===== src/cam_pkg.sv =====
// Package for the counter array mode control block.
// Assumes one system clock domain and an 8-bit register port driven by the core.
package cam_pkg;
    // Layout of the mode register, bit 7 down to bit 0.
    typedef struct packed {
        logic idle_suspend;
        logic watchdog_enable_bit;
        logic watchdog_lock_bit;
        logic unused_zero;
        logic [2:0] timebase_select;
        logic overflow_irq_enable;
    } cam_mode_t;

    // Timebase source codes.
    typedef enum logic [2:0] {
        CAM_TB_SYS_DIV12 = 3'h0,
        CAM_TB_SYS_DIV4 = 3'h1,
        CAM_TB_TIMER0 = 3'h2,
        CAM_TB_COUNT_IN = 3'h3,
        CAM_TB_SYS = 3'h4,
        CAM_TB_EXT_DIV8 = 3'h5,
        CAM_TB_RSVD6 = 3'h6,
        CAM_TB_RSVD7 = 3'h7
    } cam_tb_t;

    // Reset value: watchdog enabled, everything else clear.
    localparam logic [7:0] CAM_MODE_RESET = 8'h40;
    localparam int CAM_WATCHDOG_ENABLE_BIT_BIT = 6;

    // Divider figures.
    localparam logic [3:0] CAM_DIV12_LAST = 4'hB;
    localparam logic [1:0] CAM_DIV4_LAST = 2'h3;
    localparam logic [2:0] CAM_EXT_DIV_LAST = 3'h7;
    localparam logic [15:0] CAM_COUNT_MAX = 16'hFFFF;
    localparam int CAM_SYNC_CH = 2;
    localparam int CAM_CH_COUNT_IN = 0;
    localparam int CAM_CH_EXT_CLK = 1;
endpackage


===== src/cam_mode.sv =====
// Mode control and main up-counter of the counter array.
// Assumes the core writes the mode register with a one-cycle strobe and that
// run, idle, timer 0 overflow and flag clear come from logic on the same clock.
// What this block does
// - Idle-suspend clear: counter keeps running while the core idles.
// - Idle-suspend set: all counting halts during core idle, resumes afterwards.
// - Watchdog enable bit makes module 2 the watchdog; clear means ordinary module.
// - Once the lock bit is set, clearing watchdog enable is ignored until reset.
// - Bit 4 reads zero and ignores writes.
// - Timebase field picks one of six count sources for the main counter.
// - Count input mode counts falling edges; source stays at or below clock/4.
// - Overflow interrupt enable masks the overflow flag onto the interrupt request.
// - Overflow flag sets on wrap from all ones to zero, held until cleared.
// - While watchdog enable is set, writes to other mode bits are blocked.
module cam_mode (
    input wire logic clk_i,
    input wire logic reset_i,
    input wire logic mode_wr_i,
    input wire logic [7:0] mode_wdata_i,
    output logic [7:0] mode_rdata_o,
    input wire logic run_i,
    input wire logic cpu_idle_i,
    input wire logic timer0_ovf_i,
    input wire logic external_count_input_i,
    input wire logic ext_clk_i,
    input wire logic flag_clr_i,
    output logic [15:0] count_o,
    output logic counter_overflow_flag_o,
    output logic irq_o,
    output logic watchdog_on_o
);
    cam_pkg::cam_mode_t mode_ff;
    cam_pkg::cam_mode_t nxt_mode;
    cam_pkg::cam_mode_t wr_mode;
    logic [3:0] div12_ff;
    logic [1:0] div4_ff;
    logic [2:0] ext_div_ff;
    logic [15:0] count_ff;
    logic flag_ff;
    logic irq_ff;
    logic [cam_pkg::CAM_SYNC_CH-1:0] pin_in;
    logic [cam_pkg::CAM_SYNC_CH-1:0] stable_ff;
    logic [cam_pkg::CAM_SYNC_CH-1:0] fall_ev;
    logic [cam_pkg::CAM_SYNC_CH-1:0] rise_ev;
    logic active;
    logic tick;
    logic tick_en;
    logic wrap;
    logic nxt_flag;
    logic div12_tick;
    logic div4_tick;
    logic ext_tick;

    // Register write: reserved bit forced low, other bits frozen while the watchdog runs.
    assign wr_mode = cam_pkg::cam_mode_t'(mode_wdata_i & 8'hEF);
    always_comb begin
        nxt_mode = mode_ff;
        if (mode_wr_i) begin
            if (mode_ff.watchdog_enable_bit) begin
                // Only the enable may change, and only when unlocked.
                nxt_mode.watchdog_enable_bit = wr_mode.watchdog_enable_bit | mode_ff.watchdog_lock_bit;
            end else begin
                nxt_mode = wr_mode;
                nxt_mode.watchdog_lock_bit = wr_mode.watchdog_lock_bit | mode_ff.watchdog_lock_bit;
            end
        end
    end

    // Mode register; the lock bit only falls with system reset.
    always_ff @(posedge clk_i) begin
        if (reset_i) begin
            mode_ff <= cam_pkg::cam_mode_t'(cam_pkg::CAM_MODE_RESET);
        end else begin
            mode_ff <= nxt_mode;
        end
    end

    // Pin synchronisers: three stages, a level counts once stages two and three agree.
    assign pin_in = {ext_clk_i, external_count_input_i};
    genvar g;
    generate
        for (g = 0; g < cam_pkg::CAM_SYNC_CH; g++) begin : g_sync
            logic s1_ff;
            logic s2_ff;
            logic s3_ff;
            logic agree;
            assign agree = (s2_ff == s3_ff);
            assign fall_ev[g] = agree && stable_ff[g] && !s3_ff;
            assign rise_ev[g] = agree && !stable_ff[g] && s3_ff;
            always_ff @(posedge clk_i) begin
                if (reset_i) begin
                    s1_ff <= 1'b0;
                    s2_ff <= 1'b0;
                    s3_ff <= 1'b0;
                    stable_ff[g] <= 1'b0;
                end else begin
                    s1_ff <= pin_in[g];
                    s2_ff <= s1_ff;
                    s3_ff <= s2_ff;
                    if (agree) begin
                        stable_ff[g] <= s3_ff;
                    end
                end
            end
        end
    endgenerate

    // Idle suspension gates the dividers as well as the counter.
    assign active = run_i && !(cpu_idle_i && mode_ff.idle_suspend);
    assign div12_tick = (div12_ff == cam_pkg::CAM_DIV12_LAST);
    assign div4_tick = (div4_ff == cam_pkg::CAM_DIV4_LAST);
    assign ext_tick = rise_ev[cam_pkg::CAM_CH_EXT_CLK] && (ext_div_ff == cam_pkg::CAM_EXT_DIV_LAST);

    // Prescalers for the divided timebases.
    always_ff @(posedge clk_i) begin
        if (reset_i) begin
            div12_ff <= 4'h0;
            div4_ff <= 2'h0;
            ext_div_ff <= 3'h0;
        end else if (active) begin
            div12_ff <= div12_tick ? 4'h0 : div12_ff + 4'h1;
            div4_ff <= div4_ff + 2'h1;
            if (rise_ev[cam_pkg::CAM_CH_EXT_CLK]) begin
                ext_div_ff <= ext_div_ff + 3'h1;
            end
        end
    end

    // Timebase selection; reserved codes never tick.
    always_comb begin
        unique case (cam_pkg::cam_tb_t'(mode_ff.timebase_select))
            cam_pkg::CAM_TB_SYS_DIV12: tick = div12_tick;
            cam_pkg::CAM_TB_SYS_DIV4: tick = div4_tick;
            cam_pkg::CAM_TB_TIMER0: tick = timer0_ovf_i;
            cam_pkg::CAM_TB_COUNT_IN: tick = fall_ev[cam_pkg::CAM_CH_COUNT_IN];
            cam_pkg::CAM_TB_SYS: tick = 1'b1;
            cam_pkg::CAM_TB_EXT_DIV8: tick = ext_tick;
            cam_pkg::CAM_TB_RSVD6: tick = 1'b0;
            cam_pkg::CAM_TB_RSVD7: tick = 1'b0;
        endcase
    end

    assign tick_en = active && tick;
    assign wrap = tick_en && (count_ff == cam_pkg::CAM_COUNT_MAX);
    // Set wins over a clear in the same cycle.
    assign nxt_flag = wrap || (flag_ff && !flag_clr_i);

    // Main counter, overflow flag and masked request.
    always_ff @(posedge clk_i) begin
        if (reset_i) begin
            count_ff <= 16'h0000;
            flag_ff <= 1'b0;
            irq_ff <= 1'b0;
        end else begin
            if (tick_en) begin
                count_ff <= count_ff + 16'h0001;
            end
            flag_ff <= nxt_flag;
            irq_ff <= nxt_flag && nxt_mode.overflow_irq_enable;
        end
    end

    assign mode_rdata_o = mode_ff;
    assign watchdog_on_o = mode_ff.watchdog_enable_bit;
    assign count_o = count_ff;
    assign counter_overflow_flag_o = flag_ff;
    assign irq_o = irq_ff;

    // Checks kept beside the logic.
    chk_bit4_zero: assert property (@(posedge clk_i) disable iff (reset_i) mode_rdata_o[4] == 1'b0)
        else $error("Reserved mode bit reads one.");
    chk_lock_keeps_enable: assert property (@(posedge clk_i) disable iff (reset_i)
        mode_ff.watchdog_lock_bit && mode_ff.watchdog_enable_bit |=> watchdog_on_o)
        else $error("Locked watchdog enable was cleared.");
    chk_lock_sticky: assert property (@(posedge clk_i) disable iff (reset_i)
        mode_ff.watchdog_lock_bit |=> mode_ff.watchdog_lock_bit)
        else $error("Watchdog lock fell without a reset.");
    chk_watchdog_enable_bit_freezes_bits: assert property (@(posedge clk_i) disable iff (reset_i)
        mode_ff.watchdog_enable_bit |=> ($past(mode_rdata_o) & 8'hBF) == (mode_rdata_o & 8'hBF))
        else $error("Mode bits changed while the watchdog ran.");
    chk_wdog_output: assert property (@(posedge clk_i) disable iff (reset_i)
        mode_wr_i && !mode_ff.watchdog_enable_bit |=> watchdog_on_o == $past(mode_wdata_i[cam_pkg::CAM_WATCHDOG_ENABLE_BIT_BIT]))
        else $error("Watchdog enable did not follow the write.");
    chk_reserved_hold: assert property (@(posedge clk_i) disable iff (reset_i)
        mode_ff.timebase_select[2:1] == 2'h3 |=> $stable(count_o))
        else $error("Counter moved on a reserved timebase.");
    chk_idle_halt: assert property (@(posedge clk_i) disable iff (reset_i)
        cpu_idle_i && mode_ff.idle_suspend |=> $stable(count_o))
        else $error("Counter moved while suspended in idle.");

    // Each timebase source advances the counter by one in the cycle after its tick.
    chk_sysclk_counts: assert property (@(posedge clk_i) disable iff (reset_i)
        run_i && !cpu_idle_i && mode_ff.timebase_select == cam_pkg::CAM_TB_SYS |=>
        count_o == $past(count_o) + 16'h0001)
        else $error("System clock timebase did not advance the counter.");
    chk_div12_counts: assert property (@(posedge clk_i) disable iff (reset_i)
        active && div12_tick && mode_ff.timebase_select == cam_pkg::CAM_TB_SYS_DIV12 |=>
        count_o == $past(count_o) + 16'h0001)
        else $error("Divide-by-twelve timebase did not advance the counter.");
    chk_div4_counts: assert property (@(posedge clk_i) disable iff (reset_i)
        active && div4_tick && mode_ff.timebase_select == cam_pkg::CAM_TB_SYS_DIV4 |=>
        count_o == $past(count_o) + 16'h0001)
        else $error("Divide-by-four timebase did not advance the counter.");
    chk_timer0_counts: assert property (@(posedge clk_i) disable iff (reset_i)
        active && timer0_ovf_i && mode_ff.timebase_select == cam_pkg::CAM_TB_TIMER0 |=>
        count_o == $past(count_o) + 16'h0001)
        else $error("Timer 0 overflow did not advance the counter.");
    chk_count_in_counts: assert property (@(posedge clk_i) disable iff (reset_i)
        active && fall_ev[cam_pkg::CAM_CH_COUNT_IN] && mode_ff.timebase_select == cam_pkg::CAM_TB_COUNT_IN |=>
        count_o == $past(count_o) + 16'h0001)
        else $error("Count input falling edge did not advance the counter.");
    chk_ext_div_counts: assert property (@(posedge clk_i) disable iff (reset_i)
        active && ext_tick && mode_ff.timebase_select == cam_pkg::CAM_TB_EXT_DIV8 |=>
        count_o == $past(count_o) + 16'h0001)
        else $error("Divided external clock did not advance the counter.");

    // Overflow flag, its clear and the masked request.
    chk_overflow_sets: assert property (@(posedge clk_i) disable iff (reset_i)
        wrap |=> counter_overflow_flag_o && count_o == 16'h0000)
        else $error("Wrap did not set the overflow flag.");
    chk_flag_sticky: assert property (@(posedge clk_i) disable iff (reset_i)
        counter_overflow_flag_o && !flag_clr_i |=> counter_overflow_flag_o)
        else $error("Overflow flag fell without a clear.");
    chk_flag_clears: assert property (@(posedge clk_i) disable iff (reset_i)
        flag_clr_i && !wrap |=> !counter_overflow_flag_o)
        else $error("Overflow flag survived a clear.");
    chk_irq_mask: assert property (@(posedge clk_i) disable iff (reset_i)
        irq_o == (flag_ff && mode_ff.overflow_irq_enable))
        else $error("Interrupt request disagrees with flag and mask.");

    // One synchronised pin edge gives one event.
    chk_edge_once: assert property (@(posedge clk_i) disable iff (reset_i)
        fall_ev[cam_pkg::CAM_CH_COUNT_IN] |=> !fall_ev[cam_pkg::CAM_CH_COUNT_IN])
        else $error("One falling edge gave two count pulses.");
    chk_rise_once: assert property (@(posedge clk_i) disable iff (reset_i)
        rise_ev[cam_pkg::CAM_CH_EXT_CLK] |=> !rise_ev[cam_pkg::CAM_CH_EXT_CLK])
        else $error("One external clock edge gave two events.");
endmodule


===== config.mk =====
export PLATFORM = sky130hd
export DESIGN_NAME = cam_mode
export DESIGN_NICKNAME = d
export VERILOG_FILES = /design/src/cam_pkg.sv /design/src/cam_mode.sv
export SDC_FILE = /design/constraint.sdc
export NUM_CORES = 1
export LEC_CHECK = 0
export BUFFER_PORTS_ARGS = -buffer_cell sky130_fd_sc_hd__buf_4
export CORE_UTILIZATION = 55
export CTS_BUF_LIST = sky130_fd_sc_hd__clkbuf_4 sky130_fd_sc_hd__clkbuf_8
export DETAILED_ROUTE_END_ITERATION = 16
export GPL_TIMING_DRIVEN = 0
export PLACE_DENSITY = 0.86
export SYNTH_ARGS = -nofsm -noshare
export SYNTH_HDL_FRONTEND = slang
export SYNTH_SLANG_ARGS = --single-unit

===== constraint.sdc =====
create_clock -name clk_i -period 5.4 [get_ports clk_i]
set_input_delay 0 -clock clk_i [delete_from_list [all_inputs] [get_ports clk_i]]
set_output_delay 0 -clock clk_i [all_outputs]
set_load 0.01 [all_outputs]

# Word-level counts from Yosys, hierarchy flattened
# Cells that the tools add are included.
[totals]
ff_bits = 42
inputBits = 17
output_inout_bits = 27
elab_cells = 64
[op_classes]
addsub = 4
eq_ne = 13
n_mux = 5
bitwise_logic = 3
reduce_logical = 20
[op_table]
columns = ["cell", "count"]
rows = [
  ["16-bit by 1-bit adder with 16-bit output, second input constant", 1],
  ["16-bit == test, second input constant", 1],
  ["3-bit == test, second input constant", 5],
  ["1-bit logical AND", 11],
  ["1-bit case mux with 7 select lines", 1],
  ["3-bit by 2-bit == test with 1-bit output, second input constant", 2],
  ["4-bit by 1-bit adder with 4-bit output, second input constant", 1],
  ["4-bit == test, second input constant", 1],
  ["1-bit logical NOT", 4],
  ["4-bit 2-to-1 mux", 1],
  ["2-bit AND reduction", 2],
  ["3-bit by 1-bit adder with 3-bit output, second input constant", 1],
  ["3-bit by 1-bit == test with 1-bit output, second input constant", 1],
  ["3-bit logical NOT", 1],
  ["1-bit 2-to-1 mux", 3],
  ["2-bit by 1-bit adder with 2-bit output, second input constant", 1],
  ["1-bit == test", 2],
  ["2-bit == test, second input constant", 1],
  ["1-bit bitwise OR", 2],
  ["2-bit OR reduction", 1],
  ["1-bit logical OR", 1],
  ["1-bit inverter", 1],
]

# Depth between registers and ports, before layout
# Gate-level depths: netlist of the first run.
[logic_depth]
word_depth = 9
depth_mapped = 8
ltp_nobuf = 6

# Worst setup path before layout of the first run
# Ideal clock, no wire load.
[synth_path]
path_kind = "flip-flop to flip-flop"
startpoint = "reg stable_ff[0] (netlist bit)"
endpoint = "reg count_ff[11], in the netlist count_o[11]"
setup_time_ns = 0.070
arrival_time_ns = 1.843
required_time_ns = 5.330
setup_slack_ns = 3.486
path_stages_with_launch = 6
n_path_buf = 1
period_less_slack_ns = 1.914
path_cell_list = "dfxtp_1 or3b_1 a221o_1 buf_6 or4b_1 a21oi_1"
[synth_between]
elab_chain_len = 4
[synth_rtl]
columns = ["element", "line", "text"]
rows = [
  ["start: declaration", "cam_mode.sv:42", "logic [cam_pkg::CAM_SYNC_CH-1:0] stable_ff;"],
  ["start signal: indexed assignment", "cam_mode.sv:95", "stable_ff[g] <= 1'b0;"],
  ["start signal: indexed assignment", "cam_mode.sv:101", "stable_ff[g] <= s3_ff;"],
  ["1-bit logical AND (2 in a row)", "cam_mode.sv:88", "assign fall_ev[g] = agree && stable_ff[g] && !s3_ff;"],
  ["1-bit case mux with 7 select lines", "cam_mode.sv:131", "unique case (cam_pkg::cam_tb_t'(mode_ff.timebase_select))"],
  ["1-bit logical AND", "cam_mode.sv:143", "assign tick_en = active && tick;"],
  ["end signal: assignment", "cam_mode.sv:156", "count_ff <= count_ff + 16'h0001;"],
  ["end: declaration", "cam_mode.sv:38", "logic [15:0] count_ff;"],
]
# Every way passes these cells.
# A chain may end at the register's enable or synchronous reset.

# Worst setup path in the final report of the first run
[layout_path]
startpoint = "reg ext_div_ff[0]"
endpoint = "reg count_ff[10], in the netlist count_o[10]"
[layout_between]
elab_chain_len = 4
[layout_rtl]
columns = ["element", "line", "text"]
rows = [
  ["start: declaration", "cam_mode.sv:37", "logic [2:0] ext_div_ff;"],
  ["start signal: assignment", "cam_mode.sv:124", "ext_div_ff <= ext_div_ff + 3'h1;"],
  ["3-bit == test", "cam_mode.sv:112", "assign ext_tick = rise_ev[cam_pkg::CAM_CH_EXT_CLK] && (ext_div_ff == cam_pkg::CAM_EXT_DIV_LAST);"],
  ["1-bit logical AND", "cam_mode.sv:112", ""],
  ["1-bit case mux with 7 select lines", "cam_mode.sv:131", ""],
  ["1-bit logical AND", "cam_mode.sv:143", ""],
]
# Every way passes these cells.

==> results of run 1 <==
==> layout make-up <==
| class | instances | area (um^2) |
|---|---|---|
| multi-input combinational | 153 | 1000 |
| fill | 280 | 867 |
| sequential | 42 | 841 |
| timing repair buffer | 51 | 410 |
| buffer | 14 | 67.6 |
| tap | 46 | 57.6 |
| clock buffer | 7 | 52.6 |
| clock inverter | 1 | 30.0 |
| inverter | 3 | 11.3 |
==> worst max path at each step <==
stage               depth (start not counted)                  startpoint                  endpoint  slack (ps)
global placement                            8  ext_div_ff[0]$_SDFFE_PP0P_  count_o[11]$_SDFFE_PP0P_        3170
floorplan                                   5   stable_ff[0]$_SDFFE_PP0N_  count_o[11]$_SDFFE_PP0P_        3490
global route                                8  ext_div_ff[0]$_SDFFE_PP0P_   count_o[6]$_SDFFE_PP0P_        2900
finish                                      8  ext_div_ff[0]$_SDFFE_PP0P_  count_o[10]$_SDFFE_PP0P_        3060
CTS                                         8  ext_div_ff[0]$_SDFFE_PP0P_  count_o[10]$_SDFFE_PP0P_        3080
detailed placement                          8  ext_div_ff[0]$_SDFFE_PP0P_  count_o[10]$_SDFFE_PP0P_        3120
==> timing repair <==
item	CTS	global route
endpoints found under the setup margin	0	0
endpoints found under the hold margin	11	0
hold buffers	11	0
==> metal layers <==
metal	up-vias	GRT usage (%)	routed length, um
met4	0	9.42	74
li1	913	-	-
met5	-	0	0
met3	10	6.93	318
met1	895	33.9	1980
met2	63	43.9	2310
==> state kept, by name (all words and copies together) (netlist names) <==
name / count
div12_ff: 4
g_sync.s3_ff: 2
counter_overflow_flag_o: 1
mode_rdata_o: 6
irq_o: 1
watchdog_on_o: 1
g_sync.s2_ff: 2
count_o: 16
stable_ff: 2
ext_div_ff: 3
div4_ff: 2
g_sync.s1_ff: 2
==> worst max-delay path, stage by stage, from the launching register on <==
cell and delay [ps]:
dfxtp_1 340, ha_1 200, ha_1 170, and4b_1 220
o22ai_1 210, clkbuf_1 380, clkbuf_1 440, o31ai_1 160
a21oi_1 150
==> synth_stat cells (5+ instances only) <==
| library cell | count |
|---|---|
| o21ai_0 | 7 |
| ha_1 | 5 |
| nor2_1 | 15 |
| or4_1 | 6 |
| o31ai_1 | 7 |
| a21oi_1 | 24 |
| nand2_1 | 12 |
| clkbuf_1 | 10 |
| dfxtp_1 | 42 |
| nand3_1 | 6 |
| mux2i_1 | 7 |
| nand4_1 | 8 |
| nor2b_1 | 8 |
==> stage by stage <==
stage,utilization (%),power (mW)
after floorplan,-,0.360
after global placement,68.2,0.381
after detailed placement,68.2,0.383
after CTS,74.0,0.595
after global routing,74.0,0.614
final,74.0,0.595
==> logic make-up (layout without fill, tap and decap cells) <==
logic type      after synthesis  in the layout
xor+xnor                      2              2
simple gates                 80             80
other cells                   1              1
compound gates               58             58
fa+ha+maj                     5              5
flops                        42             42
buf+inv                      17             76
mux                           7              7
==> where the power goes <==
part / total, mW / internal (mW) / switching [mW]
registers: 0.323 / 0.317 / 0.00611
clock network: 0.211 / 0.108 / 0.103
logic: 0.0604 / 0.0292 / 0.0312
total: 0.595 / 0.455 / 0.140
==> qor.csv, run 1 <==
metric,value,unit
cts_made_buffers,5,
hold_path_class,in -> reg,
worst_hold_slack,46.3,ps
hold_depth,4,
r2r_cells,8,
die_h,61.1,um
drt_iter0_markers,115,
detail-route-antenna-nets,0,
synth-compound-area-share,19.8,%
grt_pass1_vias,1620,
reg2reg_to,count_o[10]$_SDFFE_PP0P_,
cts-root-buf,clkbuf_4,
worstReg2RegStart,ext_div_ff[0]$_SDFFE_PP0P_,
synth_simple_gate_area_share,24.3,%
worst_slew_pin_slew,1170,ps
wl,4690,um
synth_fa_ha_area_share,3.26,%
relSlewSlack,22.1,%
synth_area,0.00192,mm^2
placed_cell_area,0.00228,mm^2
area_growth,28.7,%
start_util,57.5,%
synth_flop_cell,dfxtp_1,
fin_tns_setup,0,ps
worst_slack,3060,ps
cts_buffer_depth,2,
instances_no_fill,317,
grt_use_total,26.7,%
yosysWarningCount,0,
die_x,61.1,um
status,"complete, no violations",
cp.required,5700,ps
via_per_inst,5.93,
critPathKind,reg -> reg,
grt_pass1_wl,7220,um
syn-instance-count,212,
cts_resized,0,
period_share,43.4,%
rows,21,
critPathArrivalTime,2640,ps
worstHoldStart,flag_clr_i,
numPortBuffers,40,
drv_slew,0,
synth_xor_area_share,0.913,%
timing.fmax,427,MHz
start_kind,register,
rsz0062_at_grt,false,
setup.worst_path.end_class,register,
clock_latency,360,ps
drive_above_1_share,20.7,%
ys_types,46,
synth-async-reset-ratio,0,%
grt_overflow,0,
mostFrequentLayoutCells,"buf_4, dfxtp_1, a21oi_1, nor2_1, nand2_1",
yosys.area.top_type_share,43.8,%
ys_ff_latch,42,
coreArea,0.00334,mm^2
maxCapViolations,0,
synth-edff-count,0,
dp_cells,298,
finalCriticalPeriod,2340,ps
synth-seq-area-share,43.8,%
num_antenna_cells,0,
yosysTopAreaCell,dfxtp_1,
io_pins,44,
path_max_fanout,10,
power.density,241,mW/mm^2
first_pass_iters,4,
skew,19.2,ps
synth_nets,234,
place_ws,3120,ps
nNetsFinal,292,
postCtsSetupRepairBufs,0,
synth_area_per_cell,9.05,um^2
htreeDepth,2,
design_area,0.00247,mm^2
clkTransAtPathRegs,130,ps
gp_congestion,0.796,
setup_viol,0,
vias,1881,
synth_area_leaders,"dfxtp_1, a21oi_1, mux2i_1, ha_1, nor2_1",
wl_per_cell,14.8,um
clock_sinks,42,
ir_drop,0.000178,V
dp_hpwl,3080,um
grt_max_degree,13,
cts_tree,built,
synth.mux.area_fraction,3.65,%
final-hold-violation-count,0,
synth_top_family_by_area,simple AND/OR/NAND/NOR gates,
dieArea,0.00373,mm^2
p_leak,0.931,nW
ff2ff_setup_slack,3060,ps
whs_endpoint,counter_overflow_flag_o$_SDFF_PP0_,
antenna_found_initial,0,
drc_errors,0,
Power figures use the tool's default switching activity.
==> run 2: changes to the inputs <==
==> constraint.sdc (replaced) <==
create_clock -name clk_i -period 2.21 [get_ports clk_i]
set_input_delay 0 -clock clk_i [delete_from_list [all_inputs] [get_ports clk_i]]
set_output_delay 0 -clock clk_i [all_outputs]
set_load 0.01 [all_outputs]
==> run 2 against run 1 <==
  * Combinational power increased to 2.5 times the previous value
  * Worst hold slack worse by 1.6 ps
  * Register-to-register slack worse by 3000 ps
  * Power up 140%
  * Sequential power rose by 140%
  * Via count is 0.16% lower
  * Setup slack worse by 3000 ps
  * Global-route usage is the same
  * Sequential share of layout area down 0.39 points
  * Flip-flop and latch count stayed put
  * Critical endpoint unchanged
==> qor.csv, run 2 (same netlist as run 1, synthesis figures left out) <==
metric,value,unit,change
drt_iter0_markers,171,,+49%
period_share,96.2,%,+53 points
area_growth,30.2,%,
first_pass_iters,4,,unchanged
num_antenna_cells,0,,unchanged
cts_tree,built,,
design_area,0.00250,mm^2,+1.2%
gp_congestion,0.796,,unchanged
power.density,583,mW/mm^2,+140%
drv_slew,0,,unchanged
cp.required,2450,ps,-3250 ps
via_per_inst,5.92,,-0.16%
critPathSlowestCell,a221o_2,,
coreArea,0.00334,mm^2,unchanged
numPortBuffers,40,,unchanged
path_max_fanout,10,,unchanged
worstHoldStart,flag_clr_i,,
setup_viol,0,,unchanged
skew,20.1,ps,+0.943 ps
clock_latency,360,ps,about the same
cp_slowest_stage_delay,450,ps,about the same
cts_made_buffers,5,,unchanged
mostFrequentLayoutCells,"buf_4, dfxtp_1, a21oi_1, nor2_1, nand2_1",,
worstReg2RegStart,stable_ff[0]$_SDFFE_PP0N_,,
place_ws,-69.1,ps,-3190 ps
maxCapViolations,0,,unchanged
largest_register_ffs,16,,unchanged
dp_cells,298,,unchanged
utilization,74.9,%,+0.86 points
die_x,61.1,um,unchanged
fillCellCount,273,,-2.5%
start_kind,register,,
wl,4710,um,+0.45%
relSlewSlack,53.2,%,+31 points
detail-route-antenna-nets,0,,unchanged
antenna_found_initial,0,,unchanged
drive_above_1_share,23.6,%,+3.0 points
io_pins,44,,unchanged
final-hold-violation-count,0,,unchanged
hold_path_class,in -> reg,,
crit_buf_inv,2,,unchanged
drc_errors,0,,unchanged
timing.fmax,470,MHz,+10%
htreeDepth,2,,unchanged
start_util,57.5,%,unchanged
cp_cell_sequence,"or3b_1, a221o_2, buf_6, clkbuf_2, o31ai_2, a21oi_1",,
ff2ff_setup_slack,80,ps,-2970 ps
grt_pass1_vias,1620,,unchanged
die_h,61.1,um,unchanged
dieArea,0.00373,mm^2,unchanged
total_power,1.46,mW,+140%
rows,21,,unchanged
critPathArrivalTime,2370,ps,-270 ps
cts_buffer_depth,2,,unchanged
finalCriticalPeriod,2130,ps,-217 ps
postCtsSetupRepairBufs,0,,unchanged
nNetsFinal,292,,unchanged
startpoint,stable_ff[0]$_SDFFE_PP0N_,,
wl_per_cell,14.8,um,+0.45%
status,"complete, no violations",,
grt_pass1_wl,7220,um,unchanged
dp_hpwl,3080,um,unchanged
p_leak,0.943,nW,+1.3%
setup.worst_path.end_class,register,,
grt_use_total,26.7,%,unchanged
clkTransAtPathRegs,130,ps,about the same
grt_overflow,0,,unchanged
worst_slack,84.0,ps,-2970 ps
ir_drop,0.000436,V,+150%
critPathKind,reg -> reg,,
placed_cell_area,0.00228,mm^2,unchanged
cpLargestDelayFamily,compound AO/OA/AOI/OAI gates,,
worst_slew_pin_slew,695,ps,-474 ps
instances_no_fill,317,,unchanged
clock_sinks,42,,unchanged
vias,1878,,-0.16%
grt_max_degree,13,,unchanged
cts-root-buf,clkbuf_4,,
[run 2: cell types whose count changed in the layout (fill, tap and decap cells not counted)]
cell | before | now
buf_2 | 0 | 1
a221o_2 | 0 | 1
clkbuf_1 | 10 | 7
o41ai_1 | 4 | 3
a221oi_1 | 1 | 0
clkbuf_2 | 0 | 2
o31ai_2 | 0 | 2
a221o_1 | 2 | 1
a221oi_2 | 0 | 1
o41ai_2 | 0 | 1
o31ai_1 | 7 | 5
[run 2: layout make-up]
type	instances	area, um^2	share of cell area (%)
repair buffers	51	410	16.4
well taps	46	57.6	2.30
clock buffers	7	52.6	2.10
clock inverters	1	30.0	1.20
flip-flops and latches	42	841	33.7
multi-input cells	153	1020	41.0
plain buffers	14	71.3	2.85
inverters	3	11.3	0.451
[run 2: worst reg2reg max path, stage by stage, from the launching register on]
cell,delay (ps)
dfxtp_1,380
or3b_1,390
a221o_2,450
buf_6,170
clkbuf_2,210
o31ai_2,300
a21oi_1,100
[run 2: metrics by stage]
step / TNS [ps] / hold WS, ps
2_1_floorplan: 0 / 128
3_3_place_gp: -81.2 / 213
3_5_place_dp: -292 / 226
4_1_cts: 0 / 58.0
5_1_grt: -7.61 / 73.1
6_report: 0 / 44.6
[run 2: final timing paths]
| path | endpoint | cells after the start |
|---|---|---|
| max | count_o[10]$_SDFFE_PP0P_ | 6 |
| max reg2reg | count_o[10]$_SDFFE_PP0P_ | 6 |
| min | counter_overflow_flag_o$_SDFF_PP0_ | 4 |
| min reg2reg | g_sync[1].s2_ff$_SDFF_PP0_ | 1 |
[run 2: power breakdown]
part	leakage, nW	internal [mW]	switching, mW	total [mW]
clock	0.0463	0.265	0.250	0.515
combinational	0.556	0.0730	0.0779	0.151
sequential	0.341	0.775	0.0153	0.790
[run 2: timing repair]
action	CTS	global route
endpoints found under the hold margin	11	0
pin swaps	0	1
hold buffers	11	0
gates resized for setup	1	10
endpoints found under the setup margin	10	16
[run 2: routing by layer]
layer / GRT usage, % / part of all wire (%) / vias up
met4: 9.42 / 1.2 / 0
li1: - / - / 914
met5: 0 / 0 / -
met2: 43.9 / 49 / 69
met3: 6.93 / 7.4 / 6
met1: 33.9 / 42 / 889
==> run 3: changes to the inputs <==
--- a/config.mk
+++ b/config.mk
@@ -5,7 +5,7 @@
 export SDC_FILE = /design/constraint.sdc
 export NUM_CORES = 1
 export LEC_CHECK = 0
-export BUFFER_PORTS_ARGS = -buffer_cell sky130_fd_sc_hd__buf_4
+export BUFFER_PORTS_ARGS = -buffer_cell sky130_fd_sc_hd__buf_2
 export CORE_UTILIZATION = 55
 export CTS_BUF_LIST = sky130_fd_sc_hd__clkbuf_4 sky130_fd_sc_hd__clkbuf_8
 export DETAILED_ROUTE_END_ITERATION = 16
==> constraint.sdc (replaced) <==
create_clock -name clk_i -period 2.7 [get_ports clk_i]
set_input_delay 0 -clock clk_i [delete_from_list [all_inputs] [get_ports clk_i]]
set_output_delay 0 -clock clk_i [all_outputs]
set_load 0.01 [all_outputs]
==> run 3 against run 2 <==
  * Final cell count decreased by 0.32%
  * Fmax decreased by 9.5%
  * Register-to-register slack improved by 270 ps
  * Global-route usage decreased by 0.19 points
  * Critical path depth increased by 2
  * Flip-flop and latch count unchanged
==> qor.csv, run 3 (same netlist as run 1, synthesis figures left out) <==
metric,value,unit,change
status,"complete, no violations",,
area_growth,21.9,%,
r2r_cells,8,,+2
drc_errors,0,,unchanged
fillCellCount,264,,-3.3%
timing.fmax,426,MHz,-9.5%
hold_buffers,11,,unchanged
nNetsFinal,292,,unchanged
relSlewSlack,28.2,%,-25 points
whs_endpoint,counter_overflow_flag_o$_SDFF_PP0_,,
detail-route-antenna-nets,0,,unchanged
cts-root-buf,clkbuf_4,,
finalCriticalPeriod,2350,ps,+224 ps
via_per_inst,5.89,,-0.65%
rows,21,,unchanged
coreArea,0.00334,mm^2,unchanged
setup_viol,0,,unchanged
mostFrequentLayoutCells,"dfxtp_1, buf_2, a21oi_1, nor2_1, nand2_1",,
place_ws,462,ps,+531 ps
worst_hold_slack,100,ps,+55.4 ps
die_x,61.1,um,unchanged
htreeDepth,2,,unchanged
io_pins,44,,unchanged
grt_use_total,26.5,%,-0.19 points
maxCapViolations,0,,unchanged
design_area,0.00234,mm^2,-6.4%
grt_max_degree,12,,-1
final_common_cell,dfxtp_1,,
postCtsSetupRepairBufs,0,,unchanged
cts_tree,built,,
skew,13.4,ps,-6.75 ps
worstReg2RegStart,ext_div_ff[0]$_SDFFE_PP0P_,,
worst_slew_pin_slew,1080,ps,+381 ps
placed_cell_area,0.00218,mm^2,-4.4%
path_max_fanout,10,,unchanged
cts_made_buffers,5,,unchanged
grt_pass1_vias,1583,,-2.3%
cp.required,2970,ps,+520 ps
drv_slew,0,,unchanged
wl_per_cell,14.5,um,-2.1%
vias,1860,,-0.96%
period_share,87.0,%,-9.2 points
cts_buffer_depth,2,,unchanged
power.density,453,mW/mm^2,-22%
utilization,70.1,%,-4.8 points
first_pass_iters,4,,unchanged
critPathArrivalTime,2620,ps,+250 ps
critPathKind,reg -> reg,,
setup.worst_path.end_class,register,,
dp_hpwl,3020,um,-1.8%
hold_depth,4,,unchanged
antenna_found_initial,0,,unchanged
start_kind,register,,
wl,4590,um,-2.4%
clkTransAtPathRegs,110,ps,-20 ps
multi_input_area,1000,um^2,-2.4%
register_area,841,um^2,unchanged
die_h,61.1,um,unchanged
gp_congestion,0.818,,+2.8%
drt_iter0_markers,197,,+15%
clock_latency,340,ps,-20 ps
start_util,57.5,%,unchanged
rsz0062_at_grt,false,,
drive_above_1_share,20.4,%,-3.2 points
hold_path_class,in -> reg,,
ir_drop,0.000317,V,-27%
fin_tns_setup,0,ps,unchanged
dieArea,0.00373,mm^2,unchanged
numPortBuffers,40,,unchanged
p_leak,0.905,nW,-4.1%
worstHoldStart,flag_clr_i,,
worst_slack,350,ps,+266 ps
grt_overflow,0,,unchanged
clock_sinks,42,,unchanged
ff2ff_setup_slack,350,ps,+270 ps
largest_register_ffs,16,,unchanged
reg2reg_to,count_o[0]$_SDFFE_PP0P_,,
num_antenna_cells,0,,unchanged
grt_pass1_wl,7140,um,-1.1%
final-hold-violation-count,0,,unchanged
cts_resized,0,,-1
-- run 3: cell count changes in the layout (fill, tap and decap cells not counted), moves of 2 or more --
cell      previous run  this run
buf_2                1        40
buf_4               42         2
clkbuf_1             7        10
clkbuf_2             2         0
o31ai_1              5         7
o31ai_2              2         0
-- run 3: worst max-delay path: stages (launching register included) --
cell and delay, ps:
dfxtp_1 340, ha_1 200, ha_1 170, and4b_1 230, o22ai_1 190, clkbuf_1 400
clkbuf_1 460, o21ai_0 150, a21oi_1 140
-- run 3: how the worst max path moves through the flow --
stage	from	cells after the start	end
after CTS	ext_div_ff[0]$_SDFFE_PP0P_	8	count_o[0]$_SDFFE_PP0P_
after floorplan	stable_ff[0]$_SDFFE_PP0N_	5	count_o[11]$_SDFFE_PP0P_
final	ext_div_ff[0]$_SDFFE_PP0P_	8	count_o[0]$_SDFFE_PP0P_
after global placement	ext_div_ff[0]$_SDFFE_PP0P_	8	count_o[11]$_SDFFE_PP0P_
after global routing	ext_div_ff[0]$_SDFFE_PP0P_	8	count_o[1]$_SDFFE_PP0P_
after detailed placement	ext_div_ff[0]$_SDFFE_PP0P_	8	count_o[11]$_SDFFE_PP0P_
-- run 3: metrics by stage --
stage	cells	total power, mW
6_report	316	1.06
5_1_grt	316	1.11
4_1_cts	316	1.07
3_5_place_dp	298	0.755
3_3_place_gp	298	0.753
2_1_floorplan	212	0.720
-- run 3: layout make-up --
type / count / area share, %
multi-input combinational: 153 / 42.7
buffer: 14 / 2.89
timing repair buffer: 51 / 13.3
clock buffer: 7 / 2.25
tap: 46 / 2.46
sequential: 42 / 35.9
inverter: 3 / 0.481
-- run 3: report_power, final --
part / leakage, nW / internal (mW) / switching [mW]
sequential: 0.341 / 0.634 / 0.0115
clock: 0.0322 / 0.119 / 0.184
combinational: 0.532 / 0.0495 / 0.0621
total: 0.905 / 0.802 / 0.258
-- run 3: layer usage --
metal	global-route usage, %	vias up	wire length, um
met3	6.30	8	321
met5	0	-	0
met1	34.2	854	1970
met2	43.6	87	2230
met4	9.09	0	65
li1	-	911	-
